==> config.mk <==
export PLATFORM = sky130hd
export DESIGN_NAME = erps_sequencer
export DESIGN_NICKNAME = d
export VERILOG_FILES = /design/src/erps_pkg.sv /design/src/erps_sequencer.sv
export VERILOG_INCLUDE_DIRS = /design/src
export SDC_FILE = /design/constraint.sdc
export NUM_CORES = 1
export LEC_CHECK = 0
export BUFFER_PORTS_ARGS = -buffer_cell sky130_fd_sc_hd__buf_2
export CELL_PAD_IN_SITES_DETAIL_PLACEMENT = 1
export CELL_PAD_IN_SITES_GLOBAL_PLACEMENT = 1
export CORE_MARGIN = 2
export CORE_UTILIZATION = 44
export CTS_CLUSTER_DIAMETER = 40
export DETAILED_ROUTE_END_ITERATION = 16
export PLACE_DENSITY = 0.94
export SLEW_MARGIN = 20
export SYNTH_ARGS = -nofsm -noshare
export SYNTH_HDL_FRONTEND = slang
export SYNTH_SLANG_ARGS = --single-unit
==> constraint.sdc <==
create_clock -name clock -period 4.3 [get_ports clock]
set_input_delay 0.215 -clock clock [delete_from_list [all_inputs] [get_ports clock]]
set_output_delay 0.215 -clock clock [all_outputs]
set_load 0.05 [all_outputs]
==> src/erps_cfg.svh <==
`ifndef ERPS_CFG_SVH
`define ERPS_CFG_SVH
// Clock rate in kHz.
`define ERPS_CLK_KHZ 25000
// Program pulse nominal width and tolerance window, in microseconds.
`define ERPS_PW_US 100
`define ERPS_PW_MIN_US 95
`define ERPS_PW_MAX_US 105
// Setup and hold times, in microseconds.
`define ERPS_SETUP_US 2
// Data valid from output enable, in nanoseconds.
`define ERPS_TOE_NS 150
// Additional program pulses allowed per byte.
`define ERPS_MAX_RETRY 10
// Cycle counts derived from the times above.
`define ERPS_PW_CYC ((`ERPS_PW_US * `ERPS_CLK_KHZ) / 1000)
`define ERPS_SETUP_CYC ((`ERPS_SETUP_US * `ERPS_CLK_KHZ + 999) / 1000)
`define ERPS_TOE_CYC ((`ERPS_TOE_NS * `ERPS_CLK_KHZ + 999999) / 1000000)
`endif

==> src/erps_pkg.sv <==
package erps_pkg;
  typedef enum {
    ERPS_IDLE, ERPS_PWR_VCC, ERPS_PWR_VPP, ERPS_SETUP, ERPS_PULSE, ERPS_HOLD,
    ERPS_VREAD, ERPS_VCMP, ERPS_NEXT, ERPS_PWR_DOWN, ERPS_PWR_OFF, ERPS_FREAD,
    ERPS_FCMP, ERPS_ID, ERPS_DONE
  } erps_state_t;
  typedef enum {ERPS_PH_FIRST, ERPS_PH_VERIFY} erps_phase_t;
endpackage

==> src/erps_sequencer.sv <==
// Function
// - Program strobe pulse 100 us, within 95-105.
// - First pass: one pulse per address, no verify.
// - Verify loop; up to 10 extra pulses, verify each.
// - Still mismatching after 10 extra pulses: part failed.
// - Verified byte advances address until all checked.
// - Raise main to 6.5V, program supply 13V.
// - Main supply on first, off last.
// - Drop supplies to 5V, reread and compare all; a part already failed is not reread.
// - Id select line held at elevated voltage.
`timescale 1ns/10ps
`include "erps_cfg.svh"
module erps_sequencer
  import erps_pkg::*;
#(
  parameter int ADDR_W = 17,
  parameter int PW_CYC = `ERPS_PW_CYC
) (
  input wire logic clock,
  input wire logic srst,
  input wire logic start_prog,
  input wire logic start_id,
  input wire logic [ADDR_W-1:0] last_addr,
  output logic [ADDR_W-1:0] data_addr,
  input wire logic [7:0] data_in,
  output logic [ADDR_W-1:0] mem_addr,
  output logic chip_en_n,
  output logic out_en_n,
  output logic program_strobe_n,
  output logic id_select_hv,
  output logic [7:0] mem_data_out,
  output logic mem_data_oe_n,
  input wire logic [7:0] mem_data_in,
  output logic vcc_prog,
  output logic vcc_on,
  output logic vpp_prog,
  output logic vpp_on,
  output logic busy,
  output logic done,
  output logic fail,
  output logic [7:0] id_maker,
  output logic [7:0] id_type
);
  localparam int SETUP_CYC = `ERPS_SETUP_CYC;
  localparam int TOE_CYC = `ERPS_TOE_CYC;

  typedef struct packed {
    erps_state_t st;
    erps_phase_t ph;
    logic [ADDR_W-1:0] addr;
    logic [15:0] cnt;
    logic [3:0] retry;
    logic [7:0] q1;
    logic [7:0] q2;
    logic ce_n, oe_n, pgm_n, id_hv, d_oe_n;
    logic vcc_p, vcc_o, vpp_p, vpp_o;
    logic done, fail;
    logic [7:0] idm, idt;
    logic [7:0] dout;
  } erps_s_t;

  erps_s_t s_reg, s_next;

  always_comb begin
    s_next = s_reg;
    s_next.q1 = mem_data_in;
    s_next.q2 = s_reg.q1;
    s_next.dout = data_in;
    if (s_reg.cnt != 16'h0000) begin
      s_next.cnt = s_reg.cnt - 16'h0001;
    end
    case (s_reg.st)
      ERPS_IDLE: begin
        if (start_prog) begin
          s_next.done = 1'b0;
          s_next.fail = 1'b0;
          s_next.vcc_o = 1'b1;
          s_next.vcc_p = 1'b1;
          s_next.cnt = 16'(SETUP_CYC);
          s_next.st = ERPS_PWR_VCC;
        end else if (start_id) begin
          s_next.done = 1'b0;
          s_next.vcc_o = 1'b1;
          s_next.id_hv = 1'b1;
          s_next.ce_n = 1'b0;
          s_next.oe_n = 1'b0;
          s_next.addr = '0;
          s_next.retry = 4'h0;
          s_next.cnt = 16'(SETUP_CYC);
          s_next.st = ERPS_ID;
        end
      end
      ERPS_PWR_VCC: begin
        if (s_reg.cnt == 16'h0000) begin
          s_next.vpp_o = 1'b1;
          s_next.vpp_p = 1'b1;
          s_next.addr = '0;
          s_next.ph = ERPS_PH_FIRST;
          s_next.retry = 4'h0;
          s_next.cnt = 16'(SETUP_CYC);
          s_next.st = ERPS_PWR_VPP;
        end
      end
      ERPS_PWR_VPP, ERPS_HOLD: begin
        if (s_reg.cnt == 16'h0000) begin
          s_next.d_oe_n = 1'b0;
          s_next.ce_n = 1'b0;
          s_next.oe_n = 1'b1;
          s_next.cnt = 16'(SETUP_CYC);
          s_next.st = (s_reg.st == ERPS_HOLD) ? ERPS_VREAD : ERPS_SETUP;
          if (s_reg.st == ERPS_HOLD) begin
            s_next.d_oe_n = 1'b1;
            s_next.oe_n = 1'b0;
          end
          if (s_reg.st == ERPS_HOLD && s_reg.ph == ERPS_PH_FIRST) begin
            s_next.oe_n = 1'b1;
            s_next.st = ERPS_NEXT;
          end
        end
      end
      ERPS_SETUP: begin
        if (s_reg.cnt == 16'h0000) begin
          s_next.pgm_n = 1'b0;
          s_next.cnt = 16'(PW_CYC);
          s_next.st = ERPS_PULSE;
        end
      end
      ERPS_PULSE: begin
        if (s_reg.cnt == 16'h0001) begin
          s_next.pgm_n = 1'b1;
          s_next.cnt = 16'(SETUP_CYC);
          s_next.st = ERPS_HOLD;
        end
      end
      ERPS_VREAD: begin
        if (s_reg.cnt == 16'h0000) begin
          s_next.st = ERPS_VCMP;
        end
      end
      ERPS_VCMP: begin
        s_next.oe_n = 1'b1;
        s_next.cnt = 16'(SETUP_CYC);
        if (s_reg.q2 == data_in) begin
          s_next.st = ERPS_NEXT;
        end else if (s_reg.retry == 4'(`ERPS_MAX_RETRY)) begin
          s_next.fail = 1'b1;
          s_next.st = ERPS_PWR_DOWN;
        end else begin
          s_next.retry = s_reg.retry + 4'h1;
          s_next.st = ERPS_PWR_VPP;
        end
      end
      ERPS_NEXT: begin
        if (s_reg.cnt == 16'h0000) begin
          s_next.retry = 4'h0;
          s_next.cnt = 16'(SETUP_CYC);
          if (s_reg.addr == last_addr) begin
            s_next.addr = '0;
            if (s_reg.ph == ERPS_PH_FIRST) begin
              s_next.ph = ERPS_PH_VERIFY;
              s_next.oe_n = 1'b0;
              s_next.st = ERPS_VREAD;
            end else begin
              s_next.st = ERPS_PWR_DOWN;
            end
          end else begin
            s_next.addr = s_reg.addr + 1'b1;
            s_next.oe_n = s_reg.ph == ERPS_PH_FIRST;
            s_next.st = (s_reg.ph == ERPS_PH_FIRST) ? ERPS_SETUP : ERPS_VREAD;
            s_next.d_oe_n = s_reg.ph != ERPS_PH_FIRST;
          end
        end
      end
      ERPS_PWR_DOWN: begin
        s_next.ce_n = 1'b1;
        s_next.oe_n = 1'b1;
        s_next.d_oe_n = 1'b1;
        s_next.vpp_p = 1'b0;
        if (s_reg.cnt == 16'h0000) begin
          s_next.vcc_p = 1'b0;
          s_next.cnt = 16'(SETUP_CYC);
          s_next.st = s_reg.fail ? ERPS_PWR_OFF : ERPS_FREAD;
          s_next.addr = '0;
          s_next.ce_n = s_reg.fail;
          s_next.oe_n = s_reg.fail;
        end
      end
      ERPS_FREAD: begin
        if (s_reg.cnt == 16'h0000) begin
          s_next.st = ERPS_FCMP;
        end
      end
      ERPS_FCMP: begin
        s_next.cnt = 16'(TOE_CYC);
        if (s_reg.q2 != data_in) begin
          s_next.fail = 1'b1;
        end
        if (s_reg.addr == last_addr) begin
          s_next.ce_n = 1'b1;
          s_next.oe_n = 1'b1;
          s_next.cnt = 16'(SETUP_CYC);
          s_next.st = ERPS_PWR_OFF;
        end else begin
          s_next.addr = s_reg.addr + 1'b1;
          s_next.st = ERPS_FREAD;
        end
      end
      ERPS_PWR_OFF: begin
        s_next.vpp_o = 1'b0;
        if (s_reg.cnt == 16'h0000) begin
          s_next.vcc_o = 1'b0;
          s_next.done = 1'b1;
          s_next.st = ERPS_IDLE;
        end
      end
      ERPS_ID: begin
        if (s_reg.cnt == 16'h0000) begin
          if (s_reg.retry == 4'h0) begin
            s_next.idm = s_reg.q2;
            s_next.addr[0] = 1'b1;
            s_next.retry = 4'h1;
            s_next.cnt = 16'(SETUP_CYC);
          end else begin
            s_next.idt = s_reg.q2;
            s_next.retry = 4'h0;
            s_next.addr = '0;
            s_next.ce_n = 1'b1;
            s_next.oe_n = 1'b1;
            s_next.id_hv = 1'b0;
            s_next.vcc_o = 1'b0;
            s_next.done = 1'b1;
            s_next.st = ERPS_IDLE;
          end
        end
      end
      default: begin
        s_next.st = ERPS_IDLE;
      end
    endcase
    if (srst) begin
      s_next = '0;
      s_next.st = ERPS_IDLE;
      s_next.ph = ERPS_PH_FIRST;
      s_next.ce_n = 1'b1;
      s_next.oe_n = 1'b1;
      s_next.pgm_n = 1'b1;
      s_next.d_oe_n = 1'b1;
    end
  end

  always_ff @(posedge clock) begin
    s_reg <= s_next;
  end

  assign data_addr = s_reg.addr;
  assign mem_addr = s_reg.addr;
  assign chip_en_n = s_reg.ce_n;
  assign out_en_n = s_reg.oe_n;
  assign program_strobe_n = s_reg.pgm_n;
  assign id_select_hv = s_reg.id_hv;
  assign mem_data_out = s_reg.dout;
  assign mem_data_oe_n = s_reg.d_oe_n;
  assign vcc_prog = s_reg.vcc_p;
  assign vcc_on = s_reg.vcc_o;
  assign vpp_prog = s_reg.vpp_p;
  assign vpp_on = s_reg.vpp_o;
  assign busy = s_reg.st != ERPS_IDLE;
  assign done = s_reg.done;
  assign fail = s_reg.fail;
  assign id_maker = s_reg.idm;
  assign id_type = s_reg.idt;
endmodule

==> reports/metrics.csv <==
metric,value,unit
run status,finished clean,
maximum fanout along the worst path,7,
grt total ovfl,0,
crit path time final,3.29,ns
die area,13500,µm²
CP Class,register to register,
min-delay src,mem_data_in[7],
first-pass GRT wire length,29.3,mm
final setup fails,0,
initial core utilization,0.456,
syn_nets,733,
largest net degree at the start of global routing,68,
Hold Path End,s_reg[50]$_SDFF_PP0_,
diodes inserted,0,
FILL cells,1525,
Leak,2.38,nW
die height,116,µm
synth unique cells,70,
Largest register FFs,41,
Routability Congestion,0.947,
Comb power frac,0.506,
Final Routed Wirelength,18.5,mm
Clock Pin Slew Worst Setup and Hold Paths,0.07,ns
CTS resizes,0,
Non-Filler Instances,892,
clock skew,0.00784,ns
deepest clock path buffer count,2,
clock buffer count from CTS,9,
layout cells sized above 1,0.202,
CTS H-tree depth,3,
worst r2r dst,out_en_n$_SDFFE_PP1P_,
FF-to-FF path depth,10,
R2R Setup Slk,1.01,ns
P_sw,1.97,mW
total I/O pin count,107,
antenna-violating nets left,0,
Worst-Margin Slew,1.09,ns
Final nets,766,
Root Driver,clkbuf_16,
DRC Markers,0,
sequential fraction of the synthesis area,0.337,
Sw Ratio,0.468,
hold slack final,0.0699,ns
core area,12100,µm²
Pre-Repair DR Iteration Count,5,
hold buffer count at cts,0,
clock sinks,93,
Die W,116,µm
Worst slew margin,0.271,
initial antenna violation count,0,
Worst Setup Start Kind,register,
asr flop ratio synth,0,
Pwr Density,694,nW/µm²
Syn Std Cell Area,5520,µm²
Hold Crit Class,input pin to register,
vias in the first global route,5690,
Via-to-Cell Ratio,6.07,
Synth Area per Inst,8.05,µm²
final-report hold violation count,0,
Worst setup EP type,register,
CTS tree,yes,
Setup Total Neg Slack,0,ns
CP Data Arrival Time,3.47,ns
top cell type's share of synthesized area,0.337,
Clk pwr share,0.216,
Final period util,0.765,
Port Buffers,106,
Max-Cap Viols,0,
biggest area consumer among synthesized cells,dfxtp_1,
"most common cell after layout, fill and taps aside",buf_2,
Worst EP required,4.48,ns
worst hold stages,2,
Core Rows,40,
sequential share of power,0.279,
Pint,2.24,mW
RSZ-0062 raised after global routing,false,
main area contributors after synthesis,"dfxtp_1 (34%), buf_4 (7.9%), a21oi_1 (4.8%)",
synthesized instance count,686,
clk_lat worst skew,0.36,ns
area grow syn2layout,9.93,%
vias post-DR,5410,
"EDFF count, synth",0,
"Top FF cell, synth",dfxtp_1,
VDD IR max,0.549,mV
placed insts,876,
initial drt markers,442,
Post-CTS Setup Inserts,0,
overall routing resource usage,0.278,
Slew Limit Fails,0,
highest clock rate,304,MHz
FF-to-FF Start,data_addr[3]$_SDFFE_PP0P_,
Synth Register Bits,93,
Post-DP HPWL,13.1,mm
WL/cell,20.7,µm
Ys Warns,0,
most frequent cells in the layout,"buf_2 (106), dfxtp_1 (93), nand2_1 (65)",
worst max-delay path: stages (launching register included):
cell and delay, ns:
dfxtp_1 0.52, xor2_1 0.13, nor4_1 0.55, nand2_1 0.26, nor2_1 0.56, ha_1 0.29
nor2_1 0.06, a221oi_1 0.26, a221oi_1 0.11, a311oi_1 0.31, a41oi_1 0.07
final cells by class:
cell class | instances | area, µm² | share of cell area
sequential | 93 | 1860 | 0.307
tap | 168 | 210 | 0.0346
inverter | 14 | 52.6 | 0.00866
timing repair buffer | 113 | 583 | 0.0961
multi-input combinational | 488 | 3030 | 0.499
clock buffer | 12 | 256 | 0.0423
clock inverter | 4 | 77.6 | 0.0128
Yosys cell counts, drive strengths merged (3+ instances only):
cell and instances:
xnor2 17, a311oi 5, xor2 22, or2 5, ha 10, nor3 22, a211oi 11, a221oi 4
nor4 12, nand3 22, o21ai 35, clkbuf 25, nand2 65, and2 6, buf 66, a41oi 3
nor2 47, nand2b 9, nand4 10, nor4b 3, o31ai 12, o21a 4, o22ai 4, nor2b 31
a31oi 5, dfxtp 93, a21o 3, or3 15, or4 11, a21oi 53, inv 12, o211ai 6
o311ai 4
power by group through the flow:
| stage | Sequential (mW) | Clock [mW] | Combinational (mW) |
|---|---|---|---|
| after detailed placement | 1.18 | 0 | 2.06 |
| final | 1.17 | 0.908 | 2.13 |
| after global routing | 1.19 | 0.943 | 2.31 |
| after floorplan | 1.20 | 0 | 1.50 |
| after global placement | 1.17 | 0 | 1.95 |
| after CTS | 1.16 | 0.916 | 2.09 |
kinds of logic after synthesis:
family                   share of synthesized area
XOR/XNOR                                    0.0619
adder cells (fa/ha/maj)                     0.0227
flip-flops                                   0.337
AO/OA/AOI/OAI                                0.206
AND/OR/NAND/NOR                              0.258
buffers and inverters                        0.114
routing by layer:
layer / global-route usage / vias to the layer above / wire [µm]
met1: 0.323 / 2618 / 7340
met5: 0 / - / 0
met3: 0.0659 / 76 / 1280
met2: 0.481 / 249 / 9160
met4: 0.136 / 0 / 707
li1: - / 2467 / -
stage by stage:
step	instance area (µm²)	setup slack, ns	utilization	power (mW)
after global routing	6070	0.775	0.501	4.44
final	6070	1.01	0.501	4.21
after detailed placement	5740	1.11	0.474	3.24
after floorplan	5520	1.83	-	2.71
after global placement	5740	1.10	0.474	3.12
after CTS	6070	1.03	0.501	4.17
how the worst max path moves through the flow:
stage | endpoint | slack (ns) | cells past startpoint | startpoint
2_1_floorplan | vcc_on$_SDFFE_PP0P_ | 1.83 | 10 | s_reg[55]$_SDFF_PP0_
3_3_place_gp | out_en_n$_SDFFE_PP1P_ | 1.10 | 10 | data_addr[3]$_SDFFE_PP0P_
3_5_place_dp | out_en_n$_SDFFE_PP1P_ | 1.11 | 10 | data_addr[3]$_SDFFE_PP0P_
4_1_cts | out_en_n$_SDFFE_PP1P_ | 1.03 | 10 | data_addr[3]$_SDFFE_PP0P_
5_1_grt | out_en_n$_SDFFE_PP1P_ | 0.78 | 10 | data_addr[3]$_SDFFE_PP0P_
6_report | out_en_n$_SDFFE_PP1P_ | 1.01 | 10 | data_addr[3]$_SDFFE_PP0P_
Note: power is estimated with default switching activity, not from simulation.
